===== src/inc/uidmc_pkg.sv =====
// Constants, encodings and register map of the identifier option and modulation configuration block.
package uidmc_pkg;

   // Command code bytes.
   localparam logic [7:0] CMD_IDENTIFIER_USAGE = 8'h40;
   localparam logic [7:0] CMD_SET_MODULATION   = 8'h43;

   // Identifier usage type bytes.
   localparam logic [7:0] TYPE_DOUBLE_STANDARD = 8'h00;
   localparam logic [7:0] TYPE_DOUBLE_SHORTCUT = 8'h40;
   localparam logic [7:0] TYPE_SINGLE_RANDOM   = 8'h20;
   localparam logic [7:0] TYPE_SINGLE_DERIVED  = 8'h60;

   // Modulation strength type bytes.
   localparam logic [7:0] TYPE_MOD_STRONG = 8'h01;
   localparam logic [7:0] TYPE_MOD_NORMAL = 8'h00;

   // Manufacturer byte of block 0 that reports the modulation strength.
   localparam logic [7:0] MFR_MOD_STRONG = 8'h20;
   localparam logic [7:0] MFR_MOD_NORMAL = 8'h00;

   // Four-bit answer codes.
   localparam logic [3:0] ANS_ACK     = 4'ha;
   localparam logic [3:0] ANS_INVALID = 4'h0;
   localparam logic [3:0] ANS_CRC_ERR = 4'h1;

   // Cascade tag that leads the first level of a double-size identifier.
   localparam logic [7:0] CASCADE_TAG_BYTE = 8'h88;

   // Activation sequence numbers as reported by the anti-collision logic.
   localparam logic [1:0] SEQ_NONE  = 2'h0;
   localparam logic [1:0] SEQ_ONE   = 2'h1;
   localparam logic [1:0] SEQ_TWO   = 2'h2;
   localparam logic [1:0] SEQ_THREE = 2'h3;

   // Identifier functionalities.
   typedef enum logic [1:0] {
      double_size_standard_mode = 2'b00,
      double_size_shortcut_mode = 2'b01,
      single_random_id_mode     = 2'b10,
      single_derived_id_mode    = 2'b11
   } uidmc_mode_e;

   typedef enum logic [0:0] {
      ST_IDLE = 1'b0,
      ST_WAIT = 1'b1
   } uidmc_state_e;

   // Frame delay from reader frame end to card answer.
   localparam int CLK_HZ      = 20000000;
   localparam int FDT_MIN_US  = 87;
   localparam int FDT_CYC     = (FDT_MIN_US * CLK_HZ + 999999) / 1000000;
   localparam int FDT_W       = 11;

   // Register byte offsets.
   localparam logic [7:0] OFF_CTRL   = 8'h00;
   localparam logic [7:0] OFF_UID_LO = 8'h04;
   localparam logic [7:0] OFF_UID_HI = 8'h08;
   localparam logic [7:0] OFF_STATUS = 8'h0c;

   // Values after reset.
   localparam logic        RST_UID_SEVEN = 1'b1;
   localparam logic [31:0] RST_UID_LO    = 32'h00000000;
   localparam logic [23:0] RST_UID_HI    = 24'h000000;
   localparam logic        RST_STRONG    = 1'b1;

   // Status register field positions.
   localparam int STS_ACTIVE_LSB  = 0;
   localparam int STS_PENDING_LSB = 2;
   localparam int STS_LOCK        = 4;
   localparam int STS_STRONG_ACT  = 5;
   localparam int STS_STRONG_PEND = 6;
   localparam int STS_ANSWER_LSB  = 8;
   localparam int STS_BUSY        = 12;

endpackage


===== src/verilog/uidmc_config.sv =====
// Identifier usage and load modulation command handling with an APB register file.
//
// Local design decisions: the APB interface to the registers and the register addresses.
`timescale 1ns/1ns
module uidmc_config (
   // Clock and reset.
   input  wire logic        clk,
   input  wire logic        resetn,
   // APB slave.
   input  wire logic        psel,
   input  wire logic        penable,
   input  wire logic        pwrite,
   input  wire logic [7:0]  paddr,
   input  wire logic [31:0] pwdata,
   output logic             pready,
   output logic             pslverr,
   output logic [31:0]      prdata,
   // Received reader frames from the frame decoder.
   input  wire logic        frameValid,
   input  wire logic [7:0]  frameCode,
   input  wire logic [7:0]  frameType,
   input  wire logic        frameIntact,
   // Session state from the anti-collision and authentication logic.
   input  wire logic        authSector0,
   input  wire logic        authKeyA,
   input  wire logic        sessionEnd,
   input  wire logic [1:0]  seqUsed,
   input  wire logic [31:0] randomId,
   // Answer to the reader.
   output logic             answerValid,
   output logic [3:0]       answerCode,
   // Settings in force for the session.
   output logic [1:0]       activeMode,
   output logic             strongModulation,
   output logic [7:0]       mfrModByte,
   output logic [3:1]       seqAllowed,
   output logic             cascadeTwo,
   output logic [31:0]      authInput,
   output logic             block0Plain,
   output logic             atqaDoubleSize
);

   // Folds the stored identifier into a single-size identifier.
   function automatic logic [31:0] deriveId(input logic [55:0] uid);
      deriveId = uid[31:0] ^ {8'h00, uid[55:32]};
   endfunction

   // Returns the functionality chosen by a usage type byte and whether the byte is listed.
   function automatic logic [2:0] decodeUsage(input logic [7:0] typeByte);
      case (typeByte)
         uidmc_pkg::TYPE_DOUBLE_STANDARD: decodeUsage = {1'b1, uidmc_pkg::double_size_standard_mode};
         uidmc_pkg::TYPE_DOUBLE_SHORTCUT: decodeUsage = {1'b1, uidmc_pkg::double_size_shortcut_mode};
         uidmc_pkg::TYPE_SINGLE_RANDOM:   decodeUsage = {1'b1, uidmc_pkg::single_random_id_mode};
         uidmc_pkg::TYPE_SINGLE_DERIVED:  decodeUsage = {1'b1, uidmc_pkg::single_derived_id_mode};
         default:                         decodeUsage = 3'h0;
      endcase
   endfunction

   // Registers.
   logic                     uidSeven_q;
   logic [31:0]              uidLo_q;
   logic [23:0]              uidHi_q;
   uidmc_pkg::uidmc_mode_e   pendMode_q;
   uidmc_pkg::uidmc_mode_e   actMode_q;
   logic                     lock_q;
   logic                     pendStrong_q;
   logic                     actStrong_q;
   uidmc_pkg::uidmc_state_e  state_q;
   logic [uidmc_pkg::FDT_W-1:0] wait_q;
   logic [3:0]               answer_q;
   logic                     answerValid_q;
   logic [31:0]              prdata_q;
   logic                     pslverr_q;

   // Bus decode.
   wire        apbAccess  = psel & penable;
   wire        apbWrite   = apbAccess & pwrite;
   wire        hitCtrl    = (paddr == uidmc_pkg::OFF_CTRL);
   wire        hitUidLo   = (paddr == uidmc_pkg::OFF_UID_LO);
   wire        hitUidHi   = (paddr == uidmc_pkg::OFF_UID_HI);
   wire        hitStatus  = (paddr == uidmc_pkg::OFF_STATUS);
   wire        hitAny     = hitCtrl | hitUidLo | hitUidHi | hitStatus;
   wire [55:0] uidFull    = {uidHi_q, uidLo_q};

   logic [31:0] statusWord;
   always_comb begin
      statusWord = 32'h00000000;
      statusWord[uidmc_pkg::STS_ACTIVE_LSB +: 2]  = actMode_q;
      statusWord[uidmc_pkg::STS_PENDING_LSB +: 2] = pendMode_q;
      statusWord[uidmc_pkg::STS_LOCK]             = lock_q;
      statusWord[uidmc_pkg::STS_STRONG_ACT]       = actStrong_q;
      statusWord[uidmc_pkg::STS_STRONG_PEND]      = pendStrong_q;
      statusWord[uidmc_pkg::STS_ANSWER_LSB +: 4]  = answer_q;
      statusWord[uidmc_pkg::STS_BUSY]             = (state_q == uidmc_pkg::ST_WAIT);
   end

   wire [31:0] readMux = hitCtrl   ? {31'h00000000, uidSeven_q} :
                         hitUidLo  ? uidLo_q :
                         hitUidHi  ? {8'h00, uidHi_q} :
                         hitStatus ? statusWord : 32'h00000000;

   // Command decode, taken only when no answer is outstanding.
   wire        frameTaken  = frameValid & (state_q == uidmc_pkg::ST_IDLE);
   wire        isUsageCmd  = (frameCode == uidmc_pkg::CMD_IDENTIFIER_USAGE);
   wire        isModCmd    = (frameCode == uidmc_pkg::CMD_SET_MODULATION);
   wire [2:0]  usageDec    = decodeUsage(frameType);
   wire        usageListed = usageDec[2];
   wire        modListed   = (frameType == uidmc_pkg::TYPE_MOD_STRONG) | (frameType == uidmc_pkg::TYPE_MOD_NORMAL);
   // The usage command exists only for the 7-byte variant and is refused once locked.
   wire        usageOk     = isUsageCmd & frameIntact & uidSeven_q & authSector0
                             & ~lock_q & usageListed;
   wire        modOk       = isModCmd & frameIntact & authSector0 & authKeyA & modListed;
   wire        acceptUsage = frameTaken & usageOk;
   wire        acceptMod   = frameTaken & modOk;
   wire [3:0]  answerNext  = ~frameIntact        ? uidmc_pkg::ANS_CRC_ERR :
                             (usageOk | modOk)   ? uidmc_pkg::ANS_ACK : uidmc_pkg::ANS_INVALID;
   wire        fdtDone     = (wait_q == uidmc_pkg::FDT_W'(uidmc_pkg::FDT_CYC - 1));

   // APB write registers and read data.
   always_ff @(posedge clk) begin
      if (!resetn) begin
         uidSeven_q <= uidmc_pkg::RST_UID_SEVEN;
         uidLo_q    <= uidmc_pkg::RST_UID_LO;
         uidHi_q    <= uidmc_pkg::RST_UID_HI;
         prdata_q   <= 32'h00000000;
         pslverr_q  <= 1'b0;
      end else begin
         if (apbWrite && hitCtrl) begin
            uidSeven_q <= pwdata[0];
         end
         if (apbWrite && hitUidLo) begin
            uidLo_q <= pwdata;
         end
         if (apbWrite && hitUidHi) begin
            uidHi_q <= pwdata[23:0];
         end
         if (psel && !penable) begin
            prdata_q  <= readMux;
            pslverr_q <= ~hitAny | (pwrite & hitStatus);
         end
      end
   end

   // Personalization settings: pending values change on commands, active values at session end.
   always_ff @(posedge clk) begin
      if (!resetn) begin
         pendMode_q   <= uidmc_pkg::double_size_standard_mode;
         actMode_q    <= uidmc_pkg::double_size_standard_mode;
         lock_q       <= 1'b0;
         pendStrong_q <= uidmc_pkg::RST_STRONG;
         actStrong_q  <= uidmc_pkg::RST_STRONG;
      end else begin
         if (acceptUsage) begin
            pendMode_q <= uidmc_pkg::uidmc_mode_e'(usageDec[1:0]);
            lock_q     <= 1'b1;
         end
         if (acceptMod) begin
            pendStrong_q <= (frameType == uidmc_pkg::TYPE_MOD_STRONG);
         end
         // A command in the same cycle as session end lands in the next session.
         if (sessionEnd) begin
            actMode_q   <= acceptUsage ? uidmc_pkg::uidmc_mode_e'(usageDec[1:0]) : pendMode_q;
            actStrong_q <= acceptMod ? (frameType == uidmc_pkg::TYPE_MOD_STRONG) : pendStrong_q;
         end
      end
   end

   // Answer timer: the frame delay is counted from the end of the reader frame.
   always_ff @(posedge clk) begin
      if (!resetn) begin
         state_q       <= uidmc_pkg::ST_IDLE;
         wait_q        <= '0;
         answer_q      <= uidmc_pkg::ANS_INVALID;
         answerValid_q <= 1'b0;
      end else begin
         answerValid_q <= 1'b0;
         case (state_q)
            uidmc_pkg::ST_IDLE: begin
               if (frameValid && (isUsageCmd || isModCmd || !frameIntact)) begin
                  state_q  <= uidmc_pkg::ST_WAIT;
                  wait_q   <= '0;
                  answer_q <= answerNext;
               end
            end
            uidmc_pkg::ST_WAIT: begin
               if (fdtDone) begin
                  state_q       <= uidmc_pkg::ST_IDLE;
                  answerValid_q <= 1'b1;
               end else begin
                  wait_q <= wait_q + 1'b1;
               end
            end
            default: begin
               state_q <= uidmc_pkg::ST_IDLE;
            end
         endcase
      end
   end

   // Session-facing decode of the active settings.
   wire        modeDouble  = uidSeven_q & ((actMode_q == uidmc_pkg::double_size_standard_mode)
                             | (actMode_q == uidmc_pkg::double_size_shortcut_mode));
   wire        modeShort   = uidSeven_q & (actMode_q == uidmc_pkg::double_size_shortcut_mode);
   wire [31:0] authSeqOne  = uidFull[55:24];
   wire [31:0] authSeqTwo  = {uidFull[23:0], uidmc_pkg::CASCADE_TAG_BYTE};
   wire [31:0] authSingle  = ~uidSeven_q ? uidLo_q :
                             (actMode_q == uidmc_pkg::single_random_id_mode) ? randomId :
                             deriveId(uidFull);

   assign seqAllowed      = {~modeDouble, modeShort, modeDouble};
   assign cascadeTwo      = modeDouble;
   assign authInput       = (seqUsed == uidmc_pkg::SEQ_ONE) ? authSeqOne :
                            (seqUsed == uidmc_pkg::SEQ_TWO) ? authSeqTwo : authSingle;
   assign block0Plain     = modeShort & (seqUsed == uidmc_pkg::SEQ_TWO);
   assign atqaDoubleSize  = uidSeven_q;
   assign activeMode      = actMode_q;
   assign strongModulation = actStrong_q;
   assign mfrModByte      = actStrong_q ? uidmc_pkg::MFR_MOD_STRONG : uidmc_pkg::MFR_MOD_NORMAL;
   assign answerValid     = answerValid_q;
   assign answerCode      = answer_q;
   assign pready          = 1'b1;
   assign pslverr         = apbAccess & pslverr_q;
   assign prdata          = apbAccess ? prdata_q : 32'h00000000;

   logic [uidmc_pkg::FDT_W:0] sinceFrame_q;
   always_ff @(posedge clk) begin
      if (!resetn) begin
         sinceFrame_q <= '0;
      end else if (frameTaken) begin
         sinceFrame_q <= '0;
      end else if (sinceFrame_q != '1) begin
         sinceFrame_q <= sinceFrame_q + 1'b1;
      end
   end
endmodule


===== config.mk =====
export PLATFORM = sky130hd
export DESIGN_NAME = uidmc_config
export DESIGN_NICKNAME = d
export VERILOG_FILES = /design/src/inc/uidmc_pkg.sv /design/src/verilog/uidmc_config.sv
export SDC_FILE = /design/constraint.sdc
export NUM_CORES = 1
export LEC_CHECK = 0
export BUFFER_PORTS_ARGS = -buffer_cell sky130_fd_sc_hd__buf_2
export CORE_MARGIN = 1.5
export CORE_UTILIZATION = 35
export DETAILED_ROUTE_END_ITERATION = 7
export PLACE_DENSITY = 0.62
export SLEW_MARGIN = 20
export SYNTH_ARGS = -nofsm -noshare
export SYNTH_HDL_FRONTEND = slang
export SYNTH_SLANG_ARGS = --single-unit

===== constraint.sdc =====
create_clock -name clk -period 3.1 [get_ports clk]
set_input_delay 0 -clock clk [delete_from_list [all_inputs] [get_ports clk]]
set_output_delay 0 -clock clk [all_outputs]
set_load 0.01 [all_outputs]

==> flow_summary.toml <==
[finish]
antenna_cells = 0
drive_gt1_share_pct = 23.0
syn2layout_area_growth_pct = 24.1
nNetsFinal = 1110

[detailed_routing]
wire_per_inst_um = 17.8
vias = 6684
wl_mm = 22.8
via_per_inst = 5.23
ant_nets = 0
drc = 0
drtPass1Iterations = 5
drtIter0Drc = 647

[logic_synthesis]
ys_seq_area_share_pct = 32.4
synth.area.top_cells = "dfxtp_1 32%, mux2i_1 15%, nand2_1 9.1%"
synth_cell_type_count = 54
synth_edf_count = 0
postSynthAreaPerCell_um2 = 8.24
synthArstFlopShare_pct = 0
synth_commonest_cells = "167 x nand2_1, 112 x dfxtp_1, 103 x mux2i_1, 71 x a21boi_1, 54 x a22oi_1"
synth_seq_cells = 112
syn_area_um2 = 6910
ys_warn_count = 0
netlist.area_leader.share_pct = 32.4
synth_cells = 839
yosysMostFrequentCell = "nand2_1"
synthFlopType = "dfxtp_1"
synth_largest_area_cell = "dfxtp_1"

[min_path]
hold_class = "in2reg"

[global_route]
antenna_found_initial = 0
grt_max_degree = 50
grt_pass1_wl_mm = 34.3
grt_overflow = 0
grt.total_usage_pct = 21.9
grt_pass1_vias = 6069

[timing]
tns_ns = 0
relSlewSlack_pct = 23.7
max_freq_mhz = 401
fin_worst_skew_ns = 0.0111
grt_setup_unrepaired = "no"
worst_pin_slew_ns = 1.15
finalCritPeriodShare_pct = 80.4
hold_viol = 0
period_minus_slack_ns = 2.49
drv_slew = 0
finalSetupViolCount = 0

[setup_path]
setup.worst_path.end = "activeMode[0]"
cp.depth = 6
arrival_ns = 2.74
worstSetupEndpointType = "flip-flop"
critPathKind = "reg2reg"
cp.required_ns = 3.34
critPathSlowestCell = "dfxtp_1"
worstSetupStartpoint = "atqaDoubleSize"
crit_family = "simple AND/OR/NAND/NOR gates"
ff2ff_path_depth = 6
crit_chain = "nand2b_1 > nor4_1 > nor4b_4 > mux2i_1 > a21oi_1 > dlygate4sd3_1"
cpPeakStageDelay_ns = 0.68
critPathMaxFanout = 13
start_kind = "flip-flop"
cp_num_buf_inv = 1
regToRegEndpoint = "activeMode[0]"
rrSetupSlack_ns = 0.61
r2r-start = "atqaDoubleSize"

[job]
cap_violations = 0

[floorplanning]
fp.coreArea_um2 = 19400
rows = 51
ioPinCount = 188
fp.dieW_um = 144
dieArea_um2 = 20600
dieHeight_um = 144
initial_core_util_pct = 35.6

[pwr]
cellLeakagePower_nw = 3.66
p_int_mw = 2.21
clkPwrFrac_pct = 38.1
p_comb_share_pct = 13.6
pwr-share-seq_pct = 48.3
power.net_switching_mw = 0.792
total_power_mw = 3.00
vdd_drop_max_mv = 0.247
power_density_nw_per_um2 = 350
p_sw_share_pct = 26.4

[placement]
place_congestion = 0.887
dp_hpwl_mm = 16.3
buffer_ports.inserted = 178

[clock_tree]
post_cts_resized = 0
clkLatencyLatePin_ns = 0.36
cts_buffers = 9
clockRootBuffer = "clkbuf_16"
clockBufferDepth = 2
postCtsSetupBuffers = 0
path_clk_slew_ns = 0.07
hold_buffers = 39
cts_tree = "built"
cts_sinks = 112
cts_htree_levels = 3

[outcome]
status = "finished clean"
power groups by stage:
stage          Clock, mW  Combinational (mW)  Sequential (mW)
6_report            1.14               0.407             1.45
5_1_grt             1.22               0.438             1.45
4_1_cts             1.17               0.406             1.45
3_5_place_dp           0               0.366             1.48
3_3_place_gp           0               0.363             1.48
2_1_floorplan          0               0.226             1.48
state kept, by name (all words and copies together), names as in the netlist, 2 cells and up:
| name | cells |
|---|---|
| prdata_q | 32 |
| activeMode | 2 |
| pendMode_q | 2 |
| answerCode | 2 |
| uidLo_q | 32 |
| wait_q | 11 |
| uidHi_q | 24 |
worst register-to-register path, delay by kind of cell (launching register included):
family          cells  cell delay [ns]
simple gates        3             0.80
mux                 1             0.28
buf+inv             1             0.55
compound gates      1             0.09
flops               1             0.68
area by class of cell:
class | instances | area, um2
clock inverters | 5 | 42.5
clock buffers | 11 | 243
fillers | 2034 | 10800
well taps | 265 | 332
inverters | 26 | 97.6
flip-flops and latches | 112 | 2240
repair buffers | 230 | 1420
multi-input cells | 630 | 4200
cells by family (layout without fill, tap and decap cells):
logic type / count (synthesis) / in the layout / share of synthesized area (%)
buffers and inverters: 104 / 272 / 7.30
XOR/XNOR: 10 / 10 / 1.27
multiplexers: 126 / 126 / 18.8
AO/OA/AOI/OAI: 190 / 190 / 19.2
flip-flops: 112 / 112 / 32.4
other: 2 / 9 / 0.109
adder cells (fa/ha/maj): 1 / 1 / 0.181
AND/OR/NAND/NOR: 294 / 294 / 20.7
cells in the final DEF (no fill, tap or decap), types with 3 or more instances in the layout:
master	Yosys	final
buf_4	15	10
a21boi_1	71	71
nand3_1	9	9
nand4_1	4	4
dlygate4sd3_1	0	39
buf_2	28	178
nand2b_1	4	4
nor2b_1	22	21
dfxtp_1	112	112
clkinv_4	0	4
inv_1	26	26
o21ai_0	27	27
xnor2_1	10	10
mux2_1	8	8
a22oi_1	54	54
and3_1	35	35
nor3_1	7	7
a22o_1	6	6
mux2_2	14	14
mux2i_1	103	103
buf_12	0	3
conb_1	2	9
o21ai_1	8	8
a21oi_1	12	12
and2_1	12	12
clkbuf_16	0	9
nor2_1	15	14
nand2_1	167	167
metrics by stage:
| step | util [%] | instances | setup WS, ns | cell area [um2] | hold WS, ns |
|---|---|---|---|---|---|
| 4_1_cts | 44.2 | 1279 | 0.652 | 8570 | 0.00330 |
| 5_1_grt | 44.2 | 1279 | 0.421 | 8570 | 0.0560 |
| 6_report | 44.2 | 1279 | 0.606 | 8570 | 0.00480 |
| 3_5_place_dp | 40.7 | 1224 | 0.802 | 7900 | 0.256 |
| 3_3_place_gp | 40.7 | 1224 | 0.869 | 7900 | 0.248 |
| 2_1_floorplan | - | 846 | 1.49 | 6940 | 0.0899 |
worst min-delay path by stage:
stage                     depth (start not counted)          from  slack, ns       endpoint
after floorplan                                   1    sessionEnd       0.09  activeMode[0]
after detailed placement                          2    sessionEnd       0.26  activeMode[0]
after CTS                                         4  frameType[2]      0.003   pendStrong_q
after global routing                              4  frameType[2]       0.06   pendStrong_q
after global placement                            2    sessionEnd       0.25  activeMode[1]
final                                             4  frameType[2]      0.005   pendStrong_q
per-layer routing:
layer  wire length, um  vias to the layer above  part of all wire [%]  GRT usage [%]
met5                 0                        -                     0              0
met4               607                        0                   2.7           8.54
met3              1280                       37                   5.6           2.63
met2             10400                      222                    46           33.5
met1             10500                     3161                    46           31.3
li1                  -                     3264                     -              -
Power figures use the tool's default switching activity.
